$ cat src/core/muldiv_pkg.sv
// Shared types and constants of the multiply/divide unit
package muldiv_pkg;

   // Operations issued by the integer pipeline
   typedef enum logic [3:0] {
      OP_NONE                 = 4'h0,
      OP_MULTIPLY_SIGNED      = 4'h1,
      OP_MULTIPLY_UNSIGNED    = 4'h2,
      OP_MULTIPLY_ACCUMULATE  = 4'h3,
      OP_MULTIPLY_ACCUM_U     = 4'h4,
      OP_MULTIPLY_SUBTRACT    = 4'h5,
      OP_MULTIPLY_SUBTRACT_U  = 4'h6,
      OP_MULTIPLY_TO_GPR      = 4'h7,
      OP_DIVIDE_SIGNED        = 4'h8,
      OP_DIVIDE_UNSIGNED      = 4'h9,
      OP_MOVE_FROM_HIGH       = 4'hA,
      OP_MOVE_FROM_LOW        = 4'hB
   } muldiv_op_e;

   // Divider sequencer states
   typedef enum logic [1:0] {
      DV_IDLE = 2'b00,
      DV_RUN  = 2'b01,
      DV_FIX  = 2'b10
   } div_state_e;

   // Request from the execute stage
   typedef struct packed {
      muldiv_op_e  op;
      logic [31:0] first_source_operand;
      logic [31:0] second_source_operand;
   } issue_s;

   // General register write toward writeback
   typedef struct packed {
      logic        valid;
      logic [31:0] data;
   } wb_s;

   // Skipped iterations per dividend width
   localparam logic [4:0]  DIV_SKIP_W8  = 5'h17;
   localparam logic [4:0]  DIV_SKIP_W16 = 5'h0F;
   localparam logic [4:0]  DIV_SKIP_W24 = 5'h07;
   localparam logic [4:0]  DIV_SKIP_W32 = 5'h00;
   // Divide latency in clocks per dividend width
   localparam logic [5:0]  DIV_LAT_W8   = 6'h0C;
   localparam logic [5:0]  DIV_LAT_W16  = 6'h13;
   localparam logic [5:0]  DIV_LAT_W24  = 6'h1A;
   localparam logic [5:0]  DIV_LAT_W32  = 6'h21;
   // Second array pass weight and reset value
   localparam int          PASS_SHIFT   = 16;
   localparam logic [31:0] RESULT_RESET = 32'h0000_0000;

endpackage

$ cat src/core/muldiv_divider.sv
// Early-in iterative divider, one quotient bit per clock
`timescale 1ns/10ps
`default_nettype none
module muldiv_divider
   import muldiv_pkg::*;
(
   // Clock and reset
   input  wire  logic        ref_clk,
   input  wire  logic        rst,
   // Start request
   input  wire  logic        start,
   input  wire  logic        is_signed,
   input  wire  logic [31:0] dividend,
   input  wire  logic [31:0] divisor,
   // Progress and result
   output logic              stall_more,
   output logic              fin,
   output logic [31:0]       quotient,
   output logic [31:0]       remainder
);

   div_state_e  state_q;
   logic [5:0]  cnt_q;
   logic [5:0]  itr_q;
   logic [31:0] dvd_q;
   logic [31:0] dvs_q;
   logic [31:0] rem_q;
   logic        qneg_q;
   logic        rneg_q;

   // Early-in sign extension check
   wire         w8  = is_signed ? (&dividend[31:7] | ~|dividend[31:7])
                                : ~|dividend[31:8];
   wire         w16 = is_signed ? (&dividend[31:15] | ~|dividend[31:15])
                                : ~|dividend[31:16];
   wire         w24 = is_signed ? (&dividend[31:23] | ~|dividend[31:23])
                                : ~|dividend[31:24];
   wire [4:0]   skip = w8 ? DIV_SKIP_W8 : w16 ? DIV_SKIP_W16 :
                       w24 ? DIV_SKIP_W24 : DIV_SKIP_W32;
   wire [5:0]   lat  = w8 ? DIV_LAT_W8 : w16 ? DIV_LAT_W16 :
                       w24 ? DIV_LAT_W24 : DIV_LAT_W32;
   // Operand magnitudes for signed divide
   wire         neg_a = is_signed & dividend[31];
   wire         neg_b = is_signed & divisor[31];
   wire [31:0]  mag_a = neg_a ? 32'(-dividend) : dividend;
   wire [31:0]  mag_b = neg_b ? 32'(-divisor) : divisor;

   // Restoring subtract step
   wire [33:0]  trial = {1'b0, rem_q, dvd_q[31]} - {2'b00, dvs_q};
   wire         fits  = ~trial[33];
   wire         step  = (state_q == DV_RUN) && (cnt_q <= itr_q);
   wire [31:0]  rem_d = fits ? trial[31:0] : {rem_q[30:0], dvd_q[31]};

   // Sequencer and datapath registers
   always_ff @(posedge ref_clk) begin
      if (rst) begin
         state_q <= DV_IDLE;
         cnt_q   <= 6'h00;
         itr_q   <= 6'h00;
         dvd_q   <= RESULT_RESET;
         dvs_q   <= RESULT_RESET;
         rem_q   <= RESULT_RESET;
         qneg_q  <= 1'b0;
         rneg_q  <= 1'b0;
      end else begin
         case (state_q)
            DV_IDLE, DV_FIX: begin
               state_q <= DV_IDLE;
               if (start) begin
                  state_q <= DV_RUN;
                  cnt_q   <= 6'(lat - 6'h01);
                  itr_q   <= 6'(6'h20 - {1'b0, skip});
                  dvd_q   <= mag_a << skip;
                  dvs_q   <= mag_b;
                  rem_q   <= RESULT_RESET;
                  qneg_q  <= neg_a ^ neg_b;
                  rneg_q  <= neg_a;
               end
            end
            DV_RUN: begin
               cnt_q <= 6'(cnt_q - 6'h01);
               if (step) begin
                  rem_q <= rem_d;
                  dvd_q <= {dvd_q[30:0], fits};
               end
               if (cnt_q == 6'h01) begin
                  state_q <= DV_FIX;
               end
            end
            default: state_q <= DV_IDLE;
         endcase
      end
   end

   // Result sign fix and progress flags
   assign quotient   = qneg_q ? 32'(-dvd_q) : dvd_q;
   assign remainder  = rneg_q ? 32'(-rem_q) : rem_q;
   assign fin        = (state_q == DV_FIX);
   assign stall_more = (state_q == DV_RUN) && (cnt_q > 6'h02);

endmodule
`default_nettype wire

$ cat src/core/muldiv_unit.sv
// Multiply/divide unit beside the integer pipeline
// Notes on behaviour
// - Own pipeline keeps advancing during integer stalls.
// - 32x16 array; second operand sets passes.
// - Short operand one pass, full two.
// - Short every clock, full every second.
// - Operand size detected from value and op signedness.
// - Divide resolves one bit per clock.
// - Early-in skips 23, 15, 7 iterations.
// - Issue stalls while a divide runs.
// - Result-pair multiplies latency 1/1, 2/2.
// - Register multiply latency 2/1, 3/2.
// - Divide latency 12,19,26,33 clocks.
// - Results in result pair; moves copy out.
// - Register multiply writes general register.
// - Accumulate adds product to result pair.
// - Subtract removes product from result pair.
// - Operations start in execute stage.
// - Full multiply holds memory stage once.
// - Register result in align, write later.
`timescale 1ns/10ps
`default_nettype none
module muldiv_unit
   import muldiv_pkg::*;
(
   // Clock and reset
   input  wire  logic        ref_clk,
   input  wire  logic        rst,
   // Issue from execute stage
   input  wire  logic        issue_valid,
   input  wire  issue_s      issue,
   input  wire  logic        pipe_hold,
   output logic              issue_stall_q,
   // Results
   output wb_s               wb_q,
   output logic [31:0]       result_high_reg_q,
   output logic [31:0]       result_low_reg_q
);

   logic        m_valid_q;
   muldiv_op_e  m_op_q;
   logic        m_pass2_q;
   logic [63:0] m_acc_q;
   logic [32:0] m_a_q;
   logic [16:0] m_bhi_q;
   logic        al_valid_q;
   logic [31:0] al_data_q;

   // Operation decode
   wire [31:0]  a   = issue.first_source_operand;
   wire [31:0]  b   = issue.second_source_operand;
   muldiv_op_e  op;
   assign op = issue.op;
   wire is_u    = (op == OP_MULTIPLY_UNSIGNED) || (op == OP_MULTIPLY_ACCUM_U) ||
                  (op == OP_MULTIPLY_SUBTRACT_U) || (op == OP_DIVIDE_UNSIGNED);
   wire is_quo  = (op == OP_DIVIDE_SIGNED) || (op == OP_DIVIDE_UNSIGNED);
   wire is_mpy  = (op >= OP_MULTIPLY_SIGNED) && (op <= OP_MULTIPLY_TO_GPR);
   wire is_move = (op == OP_MOVE_FROM_HIGH) || (op == OP_MOVE_FROM_LOW);

   // size comes from the operand value
   wire b_short = is_u ? ~|b[31:16] : (&b[31:15] | ~|b[31:15]);

   // take in execute stage when unstalled
   wire take      = issue_valid & ~pipe_hold & ~issue_stall_q;
   wire take_m    = take & (is_mpy | is_move);
   wire take_quo  = take & is_quo;
   wire take_full = take & is_mpy & ~b_short;

   // shared 32x16 array, second pass on upper half
   wire [32:0]  a_ext  = {~is_u & a[31], a};
   wire [16:0]  b_lo   = {~is_u & b_short & b[15], b[15:0]};
   wire [32:0]  arr_x  = m_pass2_q ? m_a_q : a_ext;
   wire [16:0]  arr_y  = m_pass2_q ? m_bhi_q : b_lo;
   wire signed [49:0] arr_p = $signed(arr_x) * $signed(arr_y);
   wire [63:0]  arr_w  = 64'(arr_p);
   wire [63:0]  pass2  = m_acc_q + (arr_w << PASS_SHIFT);

   // Divider iterates on its own
   logic        div_more;
   logic        div_fin;
   logic [31:0] div_quo;
   logic [31:0] div_rem;

   muldiv_divider u_div (
      .ref_clk    (ref_clk),
      .rst        (rst),
      .start      (take_quo),
      .is_signed  (~is_u),
      .dividend   (a),
      .divisor    (b),
      .stall_more (div_more),
      .fin        (div_fin),
      .quotient   (div_quo),
      .remainder  (div_rem)
   );

   // divide result lands after its latency
   wire [63:0] pair_q    = {result_high_reg_q, result_low_reg_q};
   wire [63:0] pair_base = div_fin ? {div_rem, div_quo} : pair_q;

   // result pair written one stage later
   // commit only once no second pass is pending
   wire m_commit = m_valid_q & ~m_pass2_q;
   wire c_set    = (m_op_q == OP_MULTIPLY_SIGNED) || (m_op_q == OP_MULTIPLY_UNSIGNED);
   wire c_add    = (m_op_q == OP_MULTIPLY_ACCUMULATE) || (m_op_q == OP_MULTIPLY_ACCUM_U);
   wire c_sub    = (m_op_q == OP_MULTIPLY_SUBTRACT) || (m_op_q == OP_MULTIPLY_SUBTRACT_U);
   wire c_gpr    = (m_op_q == OP_MULTIPLY_TO_GPR);

   wire [63:0] pair_d = (m_commit & c_set) ? m_acc_q :
                        (m_commit & c_add) ? pair_base + m_acc_q :
                        (m_commit & c_sub) ? pair_base - m_acc_q : pair_base;
   // moves copy a half of the pair
   wire [31:0] move_val = (m_op_q == OP_MOVE_FROM_HIGH) ? pair_base[63:32] : pair_base[31:0];
   wire        al_d     = m_commit & (c_gpr | (m_op_q >= OP_MOVE_FROM_HIGH));
   // full multiply and running divide stall issue
   wire        stall_d  = take_full | take_quo | div_more;

   // memory stage advances regardless of pipe_hold
   always_ff @(posedge ref_clk) begin
      if (rst) begin
         m_valid_q <= 1'b0;
         m_op_q    <= OP_NONE;
         m_pass2_q <= 1'b0;
         m_acc_q   <= 64'h0;
         m_a_q     <= 33'h0;
         m_bhi_q   <= 17'h0;
      end else if (take_m) begin
         m_valid_q <= 1'b1;
         m_op_q    <= op;
         m_pass2_q <= take_full;
         m_acc_q   <= arr_w;
         m_a_q     <= a_ext;
         m_bhi_q   <= {~is_u & b[31], b[31:16]};
      end else if (m_pass2_q) begin
         m_pass2_q <= 1'b0;
         m_acc_q   <= pass2;
      end else begin
         m_valid_q <= 1'b0;
      end
   end

   always_ff @(posedge ref_clk) begin
      if (rst) begin
         issue_stall_q     <= 1'b0;
         result_high_reg_q <= RESULT_RESET;
         result_low_reg_q  <= RESULT_RESET;
      end else begin
         issue_stall_q     <= stall_d;
         result_high_reg_q <= pair_d[63:32];
         result_low_reg_q  <= pair_d[31:0];
      end
   end

   always_ff @(posedge ref_clk) begin
      if (rst) begin
         al_valid_q <= 1'b0;
         al_data_q  <= RESULT_RESET;
         wb_q       <= '0;
      end else begin
         al_valid_q <= al_d;
         al_data_q  <= c_gpr ? m_acc_q[31:0] : move_val;
         wb_q       <= '{valid: al_valid_q, data: al_data_q};
      end
   end

   // Reference products for checking
   logic signed [63:0] exp_s;
   logic [63:0]        exp_u;
   assign exp_s = $signed(a) * $signed(b);
   assign exp_u = {32'h0, a} * {32'h0, b};
   wire t_short_s = take & (op == OP_MULTIPLY_SIGNED) & b_short;
   wire t_full_u  = take & (op == OP_MULTIPLY_UNSIGNED) & ~b_short;
   wire t_gpr     = take & (op == OP_MULTIPLY_TO_GPR);
   wire t_mac     = take & (op == OP_MULTIPLY_ACCUMULATE) & b_short;
   wire t_quo8    = take_quo & is_u & ~|a[31:8];
   wire t_quo32   = take_quo & is_u & a[31];
endmodule
`default_nettype wire

$ cat config.mk
export PLATFORM = sky130hd
export DESIGN_NAME = muldiv_unit
export DESIGN_NICKNAME = d
export VERILOG_FILES = /design/src/core/muldiv_pkg.sv /design/src/core/muldiv_divider.sv /design/src/core/muldiv_unit.sv
export SDC_FILE = /design/constraint.sdc
export NUM_CORES = 2
export LEC_CHECK = 0
export BUFFER_PORTS_ARGS = -buffer_cell sky130_fd_sc_hd__buf_4
export CAP_MARGIN = 40
export CORE_MARGIN = 2
export CORE_UTILIZATION = 36
export DETAILED_ROUTE_END_ITERATION = 10
export GPL_TIMING_DRIVEN = 0
export PLACE_DENSITY_LB_ADDON = 0.2
export SETUP_SLACK_MARGIN = 0.15
export SYNTH_ARGS = -nofsm -noshare
export SYNTH_HDL_FRONTEND = slang
export SYNTH_HIERARCHICAL = 1
export SYNTH_SLANG_ARGS = --single-unit
export TNS_END_PERCENT = 30
$ cat constraint.sdc
create_clock -name ref_clk -period 12.4 [get_ports ref_clk]
set_input_delay 1.24 -clock ref_clk [delete_from_list [all_inputs] [get_ports ref_clk]]
set_output_delay 1.24 -clock ref_clk [all_outputs]
set_load 0.05 [all_outputs]
Word-level counts from Yosys, hierarchy flattened
Cells that the tools add are included.
{ "totals": {"output_inout_bits": 98, "word_cells": 169, "register_bits": 363, "input_bits": 72} }
{ "op_classes": {"shift": 1, "muxes": 38, "n_lt_le_gt_ge": 5, "reduce_logical": 39, "n_bitwise": 31, "addsub": 11, "n_eq_ne": 22, "multipliers": 1} }
{ "op_table": {"columns": ["cell", "n"], "rows": [
  ["2-to-1 mux 64 bit", 6],
  ["2-to-1 mux 32 bit", 11],
  ["adder 64 bit", 2],
  ["negation 32 bit", 4],
  ["case mux 32 bit (2 select lines)", 2],
  ["subtractor 64 bit", 1],
  ["multiplier 33 x 17 -> 50 bit", 1],
  ["AND reduction 17 bit", 2],
  ["OR reduction 17 bit", 2],
  ["subtractor 33 x 32 -> 34 bit", 1],
  ["2-to-1 mux 33 bit", 1],
  ["OR reduction 16 bit", 2],
  ["<< shifter 32 x 5 -> 32 bit", 1],
  ["AND reduction 25 bit", 1],
  ["OR reduction 25 bit", 1],
  ["== test 4 x 3 -> 1 bit (second input constant)", 6],
  ["2-to-1 mux 6 bit", 4],
  ["OR reduction 24 bit", 1],
  ["== test 4 bit (second input constant)", 5],
  ["2-to-1 mux 17 bit", 1],
  ["AND 1 bit", 15],
  ["== test 4 x 2 -> 1 bit (second input constant)", 3],
  ["case mux 6 bit (2 select lines)", 1],
  ["subtractor 6 x 1 -> 6 bit (second input constant)", 2],
  ["31 further kinds", 72]
]} }

Depth between registers and ports, before layout
{ "logic_depth": {"word_depth": 12, "mapped_depth": 41, "depth_no_buf": 38} }

Modules after synthesis
Netlist, hierarchy kept.
{ "by_module_without_submodules": {"columns": ["mod", "seq_area_each_um2", "instances", "cells_per_inst", "area_each_um2"], "rows": [
  ["muldiv_unit", 5024.8, 1, 5120, 40903.0],
  ["muldiv_divider", 2202.1, 1, 1245, 9268.9]
]} }

Least setup slack after synthesis
OpenSTA, ideal clock, no wires.
{ "synth_timing": {"kind": "input-to-reg", "startpoint": "input issue[65] (netlist bit)", "endpoint": "register m_acc_q[63]", "setup_time_ps": 78, "cell_stages": 37, "t_required_ps": 12322, "path_slack_ps": 2975, "arrival_time_ps": 9347, "path_buffers": 1, "cell_sequence": "nor2_1 -> and3_1 -> nor2_1 -> nand3_1 -> o21a_1 -> inv_1 -> clkbuf_1 -> nand2_1 -> fa_1 -> fa_1 -> fa_1 -> inv_1 -> fa_1 -> inv_1 -> fa_1 -> inv_1 -> fa_1 -> ha_1 -> a211oi_1 -> nor2_1 -> o41ai_1 -> a31oi_1 -> a21bo_2 -> a221oi_4 -> xnor2_1 -> ha_1 -> a21o_1 -> a21o_1 -> a21o_1 -> a21oi_1 -> o221ai_1 -> a31oi_1 -> o2111ai_1 -> a21oi_1 -> xnor3_1 -> o21a_1 -> nor3_1"} }
{ "synth_via": {"elab_chain_cells": 12, "elab_cells_between_ends": 27, "classes_between": "1 x add/sub; 1 x mul; 2 x order compare; 6 x eq/ne; 5 x mux; 6 x bitwise; 6 x reduce/logical"} }
{ "synth_rtl": {"columns": ["item", "line", "source"], "rows": [
  ["start, declared", "muldiv_unit.sv:31", "input wire issue_s issue,"],
  ["== test 4 x 2 -> 1 bit or == test 4 x 3 -> 1 bit (tied branches)", null, null],
  ["logical OR 1 bit (2 in series)", "muldiv_unit.sv:54", "wire is_u = (op == OP_MULTIPLY_UNSIGNED) || (op == OP_MULTIPLY_ACCUM_U) ||"],
  ["logical OR 1 bit", "muldiv_unit.sv:55", "(op == OP_MULTIPLY_SUBTRACT_U) || (op == OP_DIVIDE_UNSIGNED);"],
  ["2-to-1 mux 1 bit or NOT 1 bit (tied branches)", "muldiv_unit.sv:61, muldiv_unit.sv:70, muldiv_unit.sv:71", null],
  ["AND 1 bit (2 in series)", "muldiv_unit.sv:71", "wire [16:0] b_lo = {~is_u & b_short & b[15], b[15:0]};"],
  ["2-to-1 mux 17 bit", "muldiv_unit.sv:73", "wire [16:0] arr_y = m_pass2_q ? m_bhi_q : b_lo;"],
  ["multiplier 33 x 17 -> 50 bit", "muldiv_unit.sv:74", "wire signed [49:0] arr_p = $signed(arr_x) * $signed(arr_y);"],
  ["adder 64 bit", "muldiv_unit.sv:76", "wire [63:0] pass2 = m_acc_q + (arr_w << PASS_SHIFT);"],
  ["2-to-1 mux 64 bit", "muldiv_unit.sv:134", "end else if (m_pass2_q) begin"],
  ["2-to-1 mux 64 bit", "muldiv_unit.sv:127", "end else if (take_m) begin"],
  ["end signal, assigned", "muldiv_unit.sv:131", "m_acc_q <= arr_w;"],
  ["end signal, assigned", "muldiv_unit.sv:136", "m_acc_q <= pass2;"],
  ["end, declared", "muldiv_unit.sv:43", "logic [63:0] m_acc_q;"]
]} }
Several ways; a longest one is shown, not always the timed one. The select of a mux whose other input is x is not followed.
A chain may end at the register's enable or synchronous reset.

Final worst setup path
{ "layout_timing": {"startpoint": "register m_pass2_q", "endpoint": "register m_acc_q[63]"} }
{ "layout_via": {"elab_chain_cells": 5, "elab_cells_between_ends": 7, "classes_between": "1 x add/sub; 1 x mul; 4 x mux; 1 x reduce/logical"} }
{ "layout_rtl": {"columns": ["item", "line", "source"], "rows": [
  ["start, declared", "muldiv_unit.sv:42", "logic m_pass2_q;"],
  ["start signal, assigned", "muldiv_unit.sv:130", "m_pass2_q <= take_full;"],
  ["2-to-1 mux 33 bit or 2-to-1 mux 17 bit (tied branches)", "muldiv_unit.sv:72, muldiv_unit.sv:73", null],
  ["multiplier 33 x 17 -> 50 bit", "muldiv_unit.sv:74", null],
  ["adder 64 bit", "muldiv_unit.sv:76", null],
  ["2-to-1 mux 64 bit", "muldiv_unit.sv:134", null],
  ["2-to-1 mux 64 bit", "muldiv_unit.sv:127", null]
]} }
Several ways; a longest one is shown, not always the timed one. The select of a mux whose other input is x is not followed.

==> metrics.txt <==
run status complete, no violations; mux contribution to synthesized area 4.26%; Syn-to-layout area delta 12.3%; Synth top area share 21.6%; Max Freq 0.0850 GHz; detailed-route via count 49881; Synth Area in Compound Gates 20.7%; Synth Area in Simple Gates 17.3%; Inst Count DP 8419; htree depth 2; CP Launch Type register; top post-synthesis cells by count 783 x inv_1, 733 x nand2_1, 707 x nor2_1, 541 x fa_1, 487 x a21oi_1; Fillers 14317; Tightest Pin Transition 1010 ps; clock latency on the worst-skew pair 650 ps; crit path to m_acc_q[63]; Rel. slew slack 32.4%; Seq/Total Area, Yosys 14.4%; setup slack, reg-to-reg 640 ps; CP max FO 10; met2 WL post-DR 103000 um; WP data required 12950 ps; Hold Fails Final Rpt 0; top cell type by total area after synthesis fa_1; die area 142000 um^2; Final setup viols 0; GRT Util Overall 32.9%; final instance area 56300 um^2; Detail Route Antenna Nets 0; CP peak stage delay 650 ps; Post-synth EDFFs 0; worst endpoint data arrival time 12310 ps; initial drt markers 5452; R2R cell count 38; total wire length 238000 um; fin crit period 11760 ps; MaxCap Viol Count 0; CP dominant cell by count fa_1; Post-Route Setup TNS 0 ps; Worst-path clk slew 60 ps; count of port buffers added during placement 169; vias in the first global route 48778; largest cells by area after synthesis fa_1 22%, dfxtp_1 14%, ha_1 8.4%, inv_1 5.9%, nand2_1 5.5%; DRC 0; Post-Synth Adder-Cell Area 30.0%; crit end category register; Worst Skew 38.9 ps; io pins 170; xor/xnor share of the synthesized area 4.62%; dpl cell area 54700 um^2; most frequent cell after synthesis inv_1; first-pass GRT wire length 342000 um; number of placement rows 136; Non-Filler Instances 8507; DRT Pass-1 Iters 8; Net count, final 7621; FF+latch count, synth 361; worst r2r src m_pass2_q; Mapped Area 50200 um^2; Netlist cell types 116; CP max stage cell buf_1; highest routed layer met5; Syn Inst Count 6365; kind of critical path register to register; vias per inst 5.86; antenna violations before repair 10; worst min path class register to register; CTS tree done; met3 wire length 20100 um; layout cell share with drive strength beyond 1 8.35%; Async SR Flop Fraction 0%; height of the die 377 um; Max Buffers Root-to-Sink 3; Hold Buf Count CTS 0; Initial Util 36.4%; die width 377 um; wl on met1 96200 um; TritonCTS Buffers 45; CP Launch Point m_pass2_q; period utilisation layout 94.8%; Root Buffer Master clkbuf_16; routed len/inst 28.0 um; fin. max-slew vios 0; grt ovf 0; core footprint 138000 um^2; Core Util, Final 40.9%; global placer's final weighted congestion 1.09; Main synth FF type dfxtp_1; r2r endpoint m_acc_q[63]; unrepaired setup endpoints after global routing false; clk sinks 361; largest net degree at the start of global routing 14; hpwl dp 199000 um; warnings from Yosys 6; largest family of logic cells by synthesized area adder cells; Syn Area/Cell 7.88 um^2; syn_nets 7314
-- per-layer routing --
layer / track usage [%] / vias up
li1: - / 22175
met1: 42.1 / 24506
met2: 50.9 / 2523
met3: 5.46 / 669
met4: 21.6 / 8
met5: 0 / -
-- cells in the final DEF (no fill, tap or decap), types with 86 or more instances in the layout --
cell type / n
xnor2_1: 179
mux2i_1: 114
o21ai_0: 218
fa_1: 541
a21o_1: 98
dfxtp_1: 361
ha_1: 336
clkbuf_1: 266
buf_4: 213
nor2_1: 707
nor3_1: 116
a211oi_1: 162
a21oi_1: 487
nand2_1: 733
inv_1: 783
mux2_2: 86
-- worst max-delay path, delay by kind of cell (launching register included) --
family / cells / cell delay, ps
muxes: 1 / 380
adders and majority gates: 8 / 3770
DFF: 1 / 300
AOI/OAI and AO/OA: 14 / 3240
buffers and inverters: 8 / 2420
and+or+nand+nor: 5 / 850
xor gates and xnor gates: 2 / 670
-- worst min-delay path by stage --
stage | endpoint | cells past startpoint | startpoint | slack (ps)
finish | wb_q[3] | 1 | al_data_q[3] | 430
floorplan | wb_q[0] | 1 | al_data_q[0] | 410
global route | wb_q[31] | 1 | al_data_q[31] | 450
global placement | wb_q[18] | 1 | al_data_q[18] | 420
CTS | wb_q[3] | 1 | al_data_q[3] | 430
detailed placement | wb_q[3] | 1 | al_data_q[3] | 420
-- registers in the layout, indices dropped and copies added, names as in the netlist, 2 cells and up --
name and cells:
m_a_q 33, u_div/state_q 2, u_div/itr_q 4, u_div/dvs_q 32, m_bhi_q 17, u_div/rem_q 32, al_data_q 32, m_op_q 4
result_low_reg_q 32, m_acc_q 64, wb_q 33, result_high_reg_q 32, u_div/cnt_q 6, u_div/dvd_q 32
-- per-stage QoR --
stage | setup slack, ps | hold WS (ps)
floorplan | 2980 | 414
global placement | -152 | 415
detailed placement | 292 | 420
CTS | 623 | 434
global route | 177 | 454
finish | 642 | 433
-- layout make-up --
type,count,area [um^2],area share (%)
repair buffers,260,2260,4.01
well taps,1794,2240,3.98
clock buffers,57,1290,2.30
plain buffers,344,1470,2.61
multi-input cells,4875,38600,68.4
diodes,4,10.0,0.0178
inverters,785,2950,5.23
flip-flops and latches,361,7230,12.8
clock inverters,27,328,0.582
-- kinds of logic after synthesis --
group,after synthesis
buffers and inverters,1129
AOI/OAI and AO/OA,1553
adders and majority gates,877
muxes,203
DFF,361
xor gates and xnor gates,263
and+or+nand+nor,1979
-- repair_timing --
item,4_1_cts,5_1_grt
buffers inserted,0,0
setup endpoints to repair,0,2
hold endpoints to repair,0,0
resized for setup,0,9
Power is left out: the tool's default activity adds up to more than one toggle a clock period on the data nets, which glitch-free logic cannot reach.
